<file path="src/hw/sorc_consts.svh">
/*
 * Offsets, field positions, reset values and timing counts of the open-loop
 * startup ramp block.
 * Assumes a 250 MHz core clock and byte addresses on an 8-bit register port.
 */
`ifndef SORC_CONSTS_SVH
`define SORC_CONSTS_SVH

`define SORC_CFG2_OFS 8'h84
`define SORC_INIT_OFS 8'h80
`define SORC_CTRL_OFS 8'hc0
`define SORC_STAT_OFS 8'hc4
`define SORC_FREQ_LO_OFS 8'hc8
`define SORC_FREQ_HI_OFS 8'hcc

`define SORC_A1_MSB 22
`define SORC_A1_LSB 18
`define SORC_A2_MSB 17
`define SORC_A2_LSB 13
`define SORC_HO_MSB 12
`define SORC_HO_LSB 8
`define SORC_AUTO_BIT 7
`define SORC_SEL_BIT 6
`define SORC_MIN_MSB 5
`define SORC_MIN_LSB 2

`define SORC_CFG2_RESET 32'h0000_0000
`define SORC_CFG2_WMASK 32'hffff_fffc
`define SORC_INIT_RESET 4'h0

// Rate and frequency scale factors between the table units and the ramp.
`define SORC_MHZ_TO_NHZ 64'h0000_0000_000f_4240
`define SORC_MHZ_TO_UHZ 64'h0000_0000_0000_03e8
`define SORC_MHZ_TO_PHZ 64'h0000_0000_3b9a_ca00
`define SORC_HZ_TO_PHZ 64'h0000_00e8_d4a5_1000
`define SORC_ACC_MAX_MHZ 25'h1f3fc18

`define SORC_CLK_PERIOD_NS 4
`define SORC_TICK_TIME_NS 1000000
`define SORC_TICK_CYC \
    ((`SORC_TICK_TIME_NS + `SORC_CLK_PERIOD_NS - 1) / `SORC_CLK_PERIOD_NS)

`endif

</file>
<file path="src/hw/sorc_pkg.sv">
/*
 * Types shared by the open-loop startup ramp block.
 * Assumes the constants header is compiled alongside.
 */
package sorc_pkg;

    typedef enum logic [1:0] {
        SORC_IDLE,
        SORC_RAMP,
        SORC_CLOSED
    } sorc_state_t;

    typedef struct packed {
        logic [24:0] a1_mhz;
        logic [24:0] a2_mhz;
        logic [9:0] handoff_hz;
        logic [17:0] init_mhz;
        logic [9:0] min_duty;
    } sorc_decoded_t;

    typedef struct packed {
        sorc_state_t st;
        logic [31:0] cfg2;
        logic [3:0] init_code;
        logic run;
        logic [17:0] tick_cnt;
        logic [63:0] a2t;
        logic [63:0] freq;
        logic [9:0] duty;
        logic [31:0] rdata;
        logic closed;
        logic running;
    } sorc_regs_t;

endpackage

</file>
<file path="src/hw/sorc_decode.sv">
/*
 * Code-to-value tables for the startup ramp fields.
 * Assumes codes come straight from the configuration registers; purely
 * combinational, the caller registers what it needs.
 */
`timescale 1ns/1ps
`include "sorc_consts.svh"

module sorc_decode
    import sorc_pkg::*;
(
    input wire logic [31:0] cfg2_i,
    input wire logic [3:0] init_code_i,
    output sorc_decoded_t dec_o
);

    // Both acceleration terms share one table, in thousandths of a unit.
    function automatic logic [24:0] accel_mhz(input logic [4:0] code);
        case (code)
            5'h00: accel_mhz = 25'h5;
            5'h01: accel_mhz = 25'ha;
            5'h02: accel_mhz = 25'h19;
            5'h03: accel_mhz = 25'h32;
            5'h04: accel_mhz = 25'h64;
            5'h05: accel_mhz = 25'hfa;
            5'h06: accel_mhz = 25'h1f4;
            5'h07: accel_mhz = 25'h3e8;
            5'h08: accel_mhz = 25'h9c4;
            5'h09: accel_mhz = 25'h1388;
            5'h0a: accel_mhz = 25'h1d4c;
            5'h0b: accel_mhz = 25'h2710;
            5'h0c: accel_mhz = 25'h30d4;
            5'h0d: accel_mhz = 25'h3a98;
            5'h0e: accel_mhz = 25'h4e20;
            5'h0f: accel_mhz = 25'h7530;
            5'h10: accel_mhz = 25'h9c40;
            5'h11: accel_mhz = 25'hc350;
            5'h12: accel_mhz = 25'hea60;
            5'h13: accel_mhz = 25'h124f8;
            5'h14: accel_mhz = 25'h186a0;
            5'h15: accel_mhz = 25'h1e848;
            5'h16: accel_mhz = 25'h249f0;
            5'h17: accel_mhz = 25'h2ab98;
            5'h18: accel_mhz = 25'h30d40;
            5'h19: accel_mhz = 25'h3d090;
            5'h1a: accel_mhz = 25'h493e0;
            5'h1b: accel_mhz = 25'h61a80;
            5'h1c: accel_mhz = 25'h7a120;
            5'h1d: accel_mhz = 25'hb71b0;
            5'h1e: accel_mhz = 25'hf4240;
            default: accel_mhz = `SORC_ACC_MAX_MHZ;
        endcase
    endfunction

    function automatic logic [9:0] handoff_hz(input logic [4:0] code);
        case (code)
            5'h00: handoff_hz = 10'h1;
            5'h01: handoff_hz = 10'h4;
            5'h02: handoff_hz = 10'h8;
            5'h03: handoff_hz = 10'hc;
            5'h04: handoff_hz = 10'h10;
            5'h05: handoff_hz = 10'h14;
            5'h06: handoff_hz = 10'h18;
            5'h07: handoff_hz = 10'h1c;
            5'h08: handoff_hz = 10'h20;
            5'h09: handoff_hz = 10'h24;
            5'h0a: handoff_hz = 10'h28;
            5'h0b: handoff_hz = 10'h2d;
            5'h0c: handoff_hz = 10'h32;
            5'h0d: handoff_hz = 10'h37;
            5'h0e: handoff_hz = 10'h3c;
            5'h0f: handoff_hz = 10'h41;
            5'h10: handoff_hz = 10'h46;
            5'h11: handoff_hz = 10'h4b;
            5'h12: handoff_hz = 10'h50;
            5'h13: handoff_hz = 10'h55;
            5'h14: handoff_hz = 10'h5a;
            5'h15: handoff_hz = 10'h64;
            5'h16: handoff_hz = 10'h96;
            5'h17: handoff_hz = 10'hc8;
            5'h18: handoff_hz = 10'hfa;
            5'h19: handoff_hz = 10'h12c;
            5'h1a: handoff_hz = 10'h15e;
            5'h1b: handoff_hz = 10'h190;
            5'h1c: handoff_hz = 10'h1c2;
            5'h1d: handoff_hz = 10'h1f4;
            5'h1e: handoff_hz = 10'h226;
            default: handoff_hz = 10'h258;
        endcase
    endfunction

    // Code Ah has no printed value; it sits between its neighbours.
    function automatic logic [17:0] init_mhz(input logic [3:0] code);
        case (code)
            4'h0: init_mhz = 18'h32;
            4'h1: init_mhz = 18'h64;
            4'h2: init_mhz = 18'hfa;
            4'h3: init_mhz = 18'h1f4;
            4'h4: init_mhz = 18'h3e8;
            4'h5: init_mhz = 18'h7d0;
            4'h6: init_mhz = 18'hbb8;
            4'h7: init_mhz = 18'h1388;
            4'h8: init_mhz = 18'h2710;
            4'h9: init_mhz = 18'h3a98;
            4'ha: init_mhz = 18'h4e20;
            4'hb: init_mhz = 18'h61a8;
            4'hc: init_mhz = 18'hc350;
            4'hd: init_mhz = 18'h186a0;
            4'he: init_mhz = 18'h249f0;
            default: init_mhz = 18'h30d40;
        endcase
    endfunction

    // Duty in tenths of a percent.
    function automatic logic [9:0] min_duty(input logic [3:0] code);
        case (code)
            4'h0: min_duty = 10'hf;
            4'h1: min_duty = 10'h14;
            4'h2: min_duty = 10'h1e;
            4'h3: min_duty = 10'h28;
            4'h4: min_duty = 10'h32;
            4'h5: min_duty = 10'h3c;
            4'h6: min_duty = 10'h46;
            4'h7: min_duty = 10'h50;
            4'h8: min_duty = 10'h5a;
            4'h9: min_duty = 10'h64;
            4'ha: min_duty = 10'h78;
            4'hb: min_duty = 10'h96;
            4'hc: min_duty = 10'haf;
            4'hd: min_duty = 10'hc8;
            4'he: min_duty = 10'hfa;
            default: min_duty = 10'h12c;
        endcase
    endfunction

    always_comb
    begin
        dec_o.a1_mhz = accel_mhz(cfg2_i[`SORC_A1_MSB:`SORC_A1_LSB]);
        dec_o.a2_mhz = accel_mhz(cfg2_i[`SORC_A2_MSB:`SORC_A2_LSB]);
        dec_o.handoff_hz = handoff_hz(cfg2_i[`SORC_HO_MSB:`SORC_HO_LSB]);
        dec_o.init_mhz = init_mhz(init_code_i);
        dec_o.min_duty = min_duty(cfg2_i[`SORC_MIN_MSB:`SORC_MIN_LSB]);
    end

endmodule

</file>
<file path="src/hw/sorc_top.sv">
/*
 * Open-loop startup ramp controller: configuration registers, ramp state
 * machine, handoff to closed loop and minimum-duty floor.
 * Assumes a 250 MHz clock, a synchronous active-high reset, a register
 * master that never waits, and a back-EMF detector that reports lock.
// Overview of operation
// - Bits 22..18 pick the linear ramp rate, 0.005 Hz/s up to 1000 Hz/s.
// - Linear code 1Fh means no limit and uses 32767 Hz/s.
// - Bits 17..13 pick the second-order term from the same table.
// - Second-order code 1Fh means unlimited and uses 32767 Hz/s2.
// - Bits 12..8 pick the handoff speed, 1 Hz, 4 Hz and upward.
// - Bit 7 low hands off at the set speed, high hands off automatically.
// - Bit 6 low starts at the slow first-cycle speed, high starts at 0 Hz.
// - Bits 5..2 pick the minimum duty, 1.5 % up to 30 %.
// - The slow first-cycle code gives 0.05 Hz at zero up to 200 Hz.
 */
// The register addresses and strobed register access were chosen for this implementation.
`timescale 1ns/1ps
`include "sorc_consts.svh"

module sorc_top
    import sorc_pkg::*;
#(
    parameter int TICK_CYCLES = `SORC_TICK_CYC
)
(
    input wire logic clk_i,
    input wire logic reset_i,
    input wire logic ce_i,
    input wire logic [7:0] addr_i,
    input wire logic [31:0] wdata_i,
    input wire logic wr_i,
    input wire logic rd_i,
    output logic [31:0] rdata_o,
    input wire logic bemf_valid_i,
    input wire logic [9:0] duty_cmd_i,
    output logic [9:0] duty_o,
    output logic [63:0] freq_o,
    output logic closed_loop_o,
    output logic running_o
);

    sorc_regs_t st;
    sorc_regs_t next_st;
    sorc_decoded_t dec;

    logic tick;
    logic [63:0] a1_rate;
    logic [63:0] rate;
    logic [63:0] rate_max;
    logic [63:0] handoff_phz;
    logic [63:0] init_phz;
    logic [63:0] a2_step;
    logic manual_hit;

    sorc_decode u_decode (
        .cfg2_i(st.cfg2),
        .init_code_i(st.init_code),
        .dec_o(dec)
    );

    assign tick = (st.tick_cnt == 18'(TICK_CYCLES - 1));
    assign rate_max = 64'(`SORC_ACC_MAX_MHZ) * `SORC_MHZ_TO_NHZ;
    // Rates run in nHz/s so that one 1 ms tick adds them as pHz.
    assign a1_rate = 64'(dec.a1_mhz) * `SORC_MHZ_TO_NHZ;
    assign a2_step = 64'(dec.a2_mhz) * `SORC_MHZ_TO_UHZ;
    assign handoff_phz = 64'(dec.handoff_hz) * `SORC_HZ_TO_PHZ;
    assign init_phz = 64'(dec.init_mhz) * `SORC_MHZ_TO_PHZ;
    assign manual_hit = (st.freq >= handoff_phz);

    always_comb
    begin
        logic [63:0] sum;
        sum = 64'h0;
        next_st = st;
        sum = a1_rate + st.a2t;
        // Clamping keeps a long ramp from wrapping the accumulators.
        if (sum > rate_max)
        begin
            rate = rate_max;
        end
        else
        begin
            rate = sum;
        end

        if (wr_i)
        begin
            if (addr_i == `SORC_CFG2_OFS)
            begin
                next_st.cfg2 = wdata_i & `SORC_CFG2_WMASK;
            end
            else if (addr_i == `SORC_INIT_OFS)
            begin
                next_st.init_code = wdata_i[3:0];
            end
            else if (addr_i == `SORC_CTRL_OFS)
            begin
                next_st.run = wdata_i[0];
            end
        end

        next_st.rdata = 32'h0;
        if (rd_i)
        begin
            if (addr_i == `SORC_CFG2_OFS)
            begin
                next_st.rdata = st.cfg2;
            end
            else if (addr_i == `SORC_INIT_OFS)
            begin
                next_st.rdata = {28'h0, st.init_code};
            end
            else if (addr_i == `SORC_CTRL_OFS)
            begin
                next_st.rdata = {31'h0, st.run};
            end
            else if (addr_i == `SORC_STAT_OFS)
            begin
                next_st.rdata = {30'h0, st.st};
            end
            else if (addr_i == `SORC_FREQ_LO_OFS)
            begin
                next_st.rdata = st.freq[31:0];
            end
            else if (addr_i == `SORC_FREQ_HI_OFS)
            begin
                next_st.rdata = st.freq[63:32];
            end
        end

        next_st.tick_cnt = tick ? 18'h0 : st.tick_cnt + 18'h1;

        case (st.st)
            SORC_IDLE:
            begin
                next_st.freq = 64'h0;
                next_st.a2t = 64'h0;
                next_st.tick_cnt = 18'h0;
                if (st.run)
                begin
                    next_st.st = SORC_RAMP;
                    next_st.freq = st.cfg2[`SORC_SEL_BIT] ? 64'h0
                                                         : init_phz;
                end
            end
            SORC_RAMP:
            begin
                if (!st.run)
                begin
                    next_st.st = SORC_IDLE;
                end
                else if (st.cfg2[`SORC_AUTO_BIT] ? bemf_valid_i
                                                 : manual_hit)
                begin
                    next_st.st = SORC_CLOSED;
                end
                else if (tick)
                begin
                    next_st.freq = st.freq + rate;
                    if (st.a2t < rate_max)
                    begin
                        next_st.a2t = st.a2t + a2_step;
                    end
                end
            end
            SORC_CLOSED:
            begin
                // Frequency is held; the closed-loop stage owns speed now.
                if (!st.run)
                begin
                    next_st.st = SORC_IDLE;
                end
            end
            default:
            begin
                next_st.st = SORC_IDLE;
            end
        endcase

        if (next_st.st == SORC_IDLE)
        begin
            next_st.duty = 10'h0;
        end
        else if (duty_cmd_i < dec.min_duty)
        begin
            next_st.duty = dec.min_duty;
        end
        else
        begin
            next_st.duty = duty_cmd_i;
        end

        // Status outputs are registered so that they change with the state.
        next_st.closed = (next_st.st == SORC_CLOSED);
        next_st.running = (next_st.st != SORC_IDLE);
    end

    always_ff @(posedge clk_i)
    begin
        if (reset_i)
        begin
            st <= '{st: SORC_IDLE, cfg2: `SORC_CFG2_RESET,
                    init_code: `SORC_INIT_RESET, default: '0};
        end
        else if (ce_i)
        begin
            st <= next_st;
        end
    end

    assign rdata_o = st.rdata;
    assign duty_o = st.duty;
    assign freq_o = st.freq;
    assign closed_loop_o = st.closed;
    assign running_o = st.running;
endmodule

</file>
<file path="config.mk">
export PLATFORM = sky130hd
export DESIGN_NAME = sorc_top
export DESIGN_NICKNAME = d
export VERILOG_FILES = /design/src/hw/sorc_pkg.sv /design/src/hw/sorc_decode.sv /design/src/hw/sorc_top.sv
export VERILOG_INCLUDE_DIRS = /design/src /design/src/hw
export SDC_FILE = /design/constraint.sdc
export NUM_CORES = 2
export LEC_CHECK = 0
export BUFFER_PORTS_ARGS = -buffer_cell sky130_fd_sc_hd__buf_2
export CAP_MARGIN = 20
export CORE_MARGIN = 2
export CORE_UTILIZATION = 35
export CTS_CLUSTER_SIZE = 30
export DETAILED_ROUTE_END_ITERATION = 8
export PLACE_DENSITY = 0.59
export SKIP_CTS_REPAIR_TIMING = 1
export SLEW_MARGIN = 10
export SYNTH_ARGS = -nofsm -noshare
export SYNTH_HDL_FRONTEND = slang
export SYNTH_SLANG_ARGS = --single-unit
</file>
<file path="constraint.sdc">
create_clock -name clk_i -period 27 [get_ports clk_i]
set_input_delay 5.4 -clock clk_i [delete_from_list [all_inputs] [get_ports clk_i]]
set_output_delay 5.4 -clock clk_i [all_outputs]
set_load 0.005 [all_outputs]
</file>
### Word level (Yosys, flattened, before mapping)

Memories as Yosys holds them, arrays and structs flattened. A register that Yosys moved wholly into a read port is not among the register bits.
Cells that the tools add are included.
W data, S select, Z words.

| storage, ports and cells | value |
|---|---|
| bits of input ports | 56 |
| memories | 5 |
| register bits | 227 |
| logic and storage cells | 88 |
| output and inout bits | 108 |
| bits in read-only memories | 2336 |

Memory list:

| memory | words | width | read ports | clocked after memory_dff | write ports | line | text |
|---|---|---|---|---|---|---|---|
| (no name shown) | 32 | 25 | 1 | 1 | 0 | sorc_decode.sv:19 | `case (code)` |
| (no name shown) | 32 | 25 | 1 | 1 | 0 | sorc_decode.sv:19 |  |
| (no name shown) | 32 | 10 | 1 | 1 | 0 | sorc_decode.sv:56 | `case (code)` |
| (no name shown) | 16 | 17 | 1 | 1 | 0 | sorc_decode.sv:94 | `case (code)` |
| (no name shown) | 16 | 9 | 1 | 1 | 0 | sorc_decode.sv:116 | `case (code)` |

| cells by class | value |
|---|---|
| reductions and logical operators | 9 |
| multiplexer cells | 35 |
| add/sub/neg operators | 4 |
| equal/unequal tests | 14 |
| bitwise gates (word level) | 2 |
| magnitude comparators | 4 |
| multipliers | 4 |

Operator list:

| kind | number |
|---|---|
| $mux W128 | 3 |
| $pmux W128 S2 | 1 |
| $mux W32 | 7 |
| $mux W64 | 2 |
| $mux W48 | 2 |
| $add A45 B64 Y64 | 1 |
| $add A64 B35 Y64 | 1 |
| $add A64 B64 Y64 | 1 |
| $ge A64 B50 Y1 | 1 |
| $gt A64 B45 Y1 const B | 1 |
| $lt A64 B45 Y1 const B | 1 |
| $eq A8 B8 Y1 const B | 6 |
| $mul A18 B21 Y39 const B | 1 |
| $mul A25 B14 Y39 const B | 1 |
| $mul A10 B28 Y38 const B | 1 |
| $mux W18 | 2 |
| $mul A25 B7 Y32 const B | 1 |
| $mux W5 | 6 |
| $mux W10 | 2 |
| $add A18 B1 Y18 const B | 1 |
| $eq A18 B18 Y1 const B | 1 |
| $mux W4 | 4 |
| $lt A10 B10 Y1 | 1 |
| $reduce_and A5 Y1 | 2 |
| 12 further kinds | 22 |

### Longest topological paths before layout

| logic depth | value |
|---|---|
| depth after elaboration | 9 |
| depth in mapped cells | 51 |

### Hierarchy

From an unflattened synthesis, not the netlist that was laid out.

| second synthesis, totals | value |
|---|---|
| cells, all modules | 4933 |
| area total of the unflattened synthesis | 41588.6 µm² |

By module, submodules not included:

| module | sequential area each (µm²) | times used | area an instance (µm²) | cells each |
|---|---|---|---|---|
| sorc_top | 4484.3 | 1 | 38853.5 | 4502 |
| sorc_decode | 0.0 | 1 | 2735.1 | 431 |

### Worst setup path before layout

Ideal clock, no wire load.

| timing path | value |
|---|---|
| path type | reg-to-reg |
| start | register u_decode.dec_o[64] (netlist name) |
| end | register st (netlist bit freq_o[56]) |
| data required time | 26.874 ns |
| period minus slack after synthesis | 11.641 ns |
| path slack | 15.359 ns |
| cell stages (with the launch flop) | 51 |
| data arrival time | 11.515 ns |
| buffers on the path | 5 |
| path through | dfxtp_1 > inv_1 > fa_1 > inv_1 > fa_1 > fa_1 > fa_1 > ha_1 > inv_1 > fa_1 > inv_1 > ha_1 > a21oi_1 > o221ai_1 > nor2_1 > a21oi_1 > o41a_1 > nand2_1 > (+15 left out) > or4_4 > or2_1 > buf_6 > buf_6 > a211oi_1 > ha_1 > clkbuf_1 > nand3_1 > nand2_1 > or3_1 > o22a_1 > a221o_1 > or2_2 > a311oi_1 > o31ai_1 > o31ai_1 > xor2_1 > o21ai_0 |

| between the ends | value |
|---|---|
| longest elaborated chain between the ends | 9 |

Ends and longest elaborated chain:

| item | line | text |
|---|---|---|
| $mul A25 B14 Y39 (no source line) (*) | n/a |  |
| $add A45 B64 Y64 (*) | sorc_top.sv:76 | `sum = a1_rate + st.a2t;` |
| $gt A64 B45 Y1 | sorc_top.sv:78 | `if (sum > rate_max)` |
| $mux W64 (*) | sorc_top.sv:78 |  |
| $add A64 B64 Y64 (*) | sorc_top.sv:160 | `next_st.freq = st.freq + rate;` |
| $mux W128 (*) | sorc_top.sv:158 | `else if (tick)` |
| $mux W128 (*) | sorc_top.sv:153 | `` else if (st.cfg2[`SORC_AUTO_BIT] ? bemf_valid_i `` |
| $mux W128 (*) | sorc_top.sv:149 | `if (!st.run)` |
| $pmux W128 S2 (*) | sorc_top.sv:134 | `case (st.st)` |
| end signal, assigned | sorc_top.sv:203 | `` st <= '{st: SORC_IDLE, cfg2: `SORC_CFG2_RESET, `` |
| end signal, assigned | sorc_top.sv:208 | `st <= next_st;` |
| end, declared | sorc_top.sv:43 | `sorc_regs_t st;` |

Mark *: on every way between the ends. The rest lies on a longest branch, timed or not. The select of a mux whose other input is x is not followed.
A chain may end at the register's enable or synchronous reset.

### Worst setup path after layout

| timing path | value |
|---|---|
| start | register u_decode.dec_o[66] (netlist name) |
| end | register st (netlist bit freq_o[56]) |

| between the ends | value |
|---|---|
| longest elaborated chain between the ends | 9 |

Ends and longest elaborated chain:

| item | line |
|---|---|
| $mul A25 B14 Y39 (no source line) (*) | n/a |
| $add A45 B64 Y64 (*) | sorc_top.sv:76 |
| $gt A64 B45 Y1 | sorc_top.sv:78 |
| $mux W64 (*) | sorc_top.sv:78 |
| $add A64 B64 Y64 (*) | sorc_top.sv:160 |
| $mux W128 (*) | sorc_top.sv:158 |
| $mux W128 (*) | sorc_top.sv:153 |
| $mux W128 (*) | sorc_top.sv:149 |
| $pmux W128 S2 (*) | sorc_top.sv:134 |

Marked as above.

==> results.yml <==
final_layout:
  synthToLayoutAreaGrowth_pct: 7.60
  fillers: 12500
  drive_gt1_share_pct: 7.60
  mostFrequentLayoutCells: "ha_1 (669), inv_1 (596), nor2_1 (388)"
  layout.nets: 6217
  fin_util_pct: 38.1
  layout_commonest_cell: "ha_1"
  fin_area_mm2: 0.0465
worst_hold_path:
  hp-start: "duty_o[2]$_SDFFE_PP0P_"
  hold_path_depth: 2
  hold_path_class: "register to register"
  min_to: "duty_o[2]$_SDFFE_PP0P_"
setup_path:
  cp_common_cell: "a21oi_1"
  crit_path_top_delay_cell: "nor2_1"
  worst_setup_path_end_kind: "register"
  r2r_slack_ps: 13350
  r2r_cells: 46
  start_kind: "register"
  required_ps: 27540
  path_max_fanout: 14
  cpPeakStageDelay_ps: 820
  reg2reg_to: "freq_o[56]$_SDFFE_PP0P_"
  worstPathArrival_ps: 14190
  criticalPathCategory: "register to register"
  rr_startpoint: "u_decode.dec_o[66]$_DFF_P_"
global_routing:
  grt_max_degree: 72
  grt_usage_pct: 21.6
  overflow: 0
  antenna_found_initial: 2
  grt_pass1_wl_um: 214000
  first_global_vias: 36200
status:
  status: "complete, no violations"
synth:
  synth_seq_cells: 302
  synth_cells: 5143
  synth_ff_type: "dfxtp_1"
  yosysWarningCount: 0
  synth-edff-count: 0
  ys_types: 107
  synth_area_per_cell_um2: 8.40
  netlist_area_mm2: 0.0432
  async_reset_ff_share_pct: 0
  ys_seq_area_share_pct: 14.0
die:
  start_util_pct: 35.4
  die_h_um: 355
  die_width_um: 355
  die_area_mm2: 0.126
  rows: 128
  core_area_mm2: 0.122
  ios: 164
clocking:
  cts_made_buffers: 42
  clock_latency_ps: 670
  cts_max_level: 2
  cts_tree: "built"
  path_clk_slew_ps: 60
  clockBufferDepth: 3
  clock-sinks: 302
  cts_root_buf: "clkbuf_16"
sta:
  finalMaxSlewViolations: 0
  max_slew.worst_pin.slew_ps: 1120
  setup_viol: 0
  grt_setup_unrepaired: "no"
  min_period_ps: 13650
  fmax_ghz: 0.0733
  final_hold_viol_count: 0
  whs_ps: 450
  clock_skew_ps: 68.4
  fin_crit_sh_pct: 50.6
  slew_headroom_pct: 25.0
  fin_tns_setup_ps: 0
route:
  wl_per_cell_um: 20.3
  routed_wl_um: 138000
  drt_pass1_iterations: 8
  final_antenna_net_count: 0
  detail_route.vias_per_cell: 5.47
  detail_route.iter0.violations: 2560
  drcViolationCount: 0
  vias: 37100
pwr:
  p_comb_share_pct: 7.8
  seqPwrFrac_pct: 39.0
  power_mw: 1.17
  clockPowerShare_pct: 53.3
  p_int_uw: 858
  ir_worst_vdd_mv: 0.0429
  swShare_pct: 26.6
  leakage_nw: 23.3
  p_sw_uw: 311
  p_per_area_mw_per_mm2: 25.1
placed_design:
  hpwl_um: 114000
  routabilityCongestion: 0.917
  postPlaceCellArea_mm2: 0.0449
  portBuffers: 163
run:
  maxCapViolCount: 0
==> per-layer routing <==
metal  vias to the layer above  share of wire, %  GRT usage [%]
met4                         0               3.6           7.07
li1                      17900                 -              -
met2                      1115                44           34.5
met5                         -                 0              0
met3                       211               7.2           4.21
met1                     17900                45           29.1
==> cell usage after synthesis (95+ instances only) <==
| master | number | share of area, % |
|---|---|---|
| nand3_1 | 118 | 1.4 |
| xnor2_1 | 158 | 3.2 |
| inv_1 | 596 | 5.2 |
| nor3_1 | 124 | 1.4 |
| clkbuf_1 | 143 | 1.2 |
| o21ai_0 | 224 | 2.6 |
| a21o_1 | 124 | 2.2 |
| fa_1 | 369 | 17 |
| ha_1 | 669 | 19 |
| nor2_1 | 392 | 3.4 |
| nand2_1 | 336 | 2.9 |
| dfxtp_1 | 302 | 14 |
| a21oi_1 | 380 | 4.4 |
| xor2_1 | 95 | 1.9 |
| buf_4 | 107 | 1.9 |
==> registers in the layout, indices dropped and copies added, names as in the netlist <==
register	cells
running_o	1
rdata_o	32
freq_o	64
u_decode.dec_o	78
closed_loop_o	1
duty_o	10
st	116
==> stage by stage <==
stage,cells,worst slack (ps)
final,6782,13350
after detailed placement,6704,13600
after CTS,6781,13530
after global placement,6701,13800
after floorplan,5161,15360
after global routing,6781,12520
==> worst max-delay path by stage <==
| stage | startpoint | to | slack [ps] | cells after the start |
|---|---|---|---|---|
| final | u_decode.dec_o[66]$_DFF_P_ | freq_o[56]$_SDFFE_PP0P_ | 13350 | 46 |
| after global routing | u_decode.dec_o[73]$_DFF_P_ | freq_o[56]$_SDFFE_PP0P_ | 12520 | 46 |
| after CTS | u_decode.dec_o[66]$_DFF_P_ | freq_o[56]$_SDFFE_PP0P_ | 13530 | 46 |
| after detailed placement | u_decode.dec_o[66]$_DFF_P_ | freq_o[56]$_SDFFE_PP0P_ | 13600 | 46 |
| after global placement | u_decode.dec_o[66]$_DFF_P_ | freq_o[56]$_SDFFE_PP0P_ | 13800 | 46 |
| after floorplan | u_decode.dec_o[64]$_SDFF_PP0_ | freq_o[56]$_SDFFE_PP0P_ | 15360 | 50 |
==> worst max-delay path: cells and delay by family, from the launching register on <==
family          cells  cell delay [ps]
fa+ha+maj           9             4000
compound gates     21             5160
xor+xnor            2              390
flops               1              450
buf+inv             4              320
simple gates       10             3210
==> cell type report <==
| type | instances | area (um^2) | share of cell area [%] |
|---|---|---|---|
| well taps | 1625 | 2030 | 4.38 |
| repair buffers | 208 | 1170 | 2.51 |
| multi-input cells | 3965 | 33400 | 71.9 |
| diodes | 1 | 2.50 | 0.00539 |
| clock buffers | 53 | 1160 | 2.50 |
| inverters | 604 | 2270 | 4.88 |
| flip-flops and latches | 302 | 6050 | 13.0 |
| clock inverters | 24 | 387 | 0.832 |
==> cells by family after synthesis <==
logic type	after synthesis	synth area share, %
flops	302	14.0
xor+xnor	253	5.13
buf+inv	894	8.93
mux	47	1.10
compound gates	1253	19.1
other cells	1	0.00869
simple gates	1355	15.2
fa+ha+maj	1038	36.5
==> power groups by stage <==
stage	Combinational (mW)	Sequential, mW	Clock (mW)
6_report	0.0907	0.455	0.622
5_1_grt	0.0992	0.455	0.655
4_1_cts	0.0893	0.455	0.637
3_5_place_dp	0.0887	0.464	0
3_3_place_gp	0.0881	0.465	0
2_1_floorplan	0.0587	0.461	0
No activity file was read; power rests on OpenSTA's default activity.
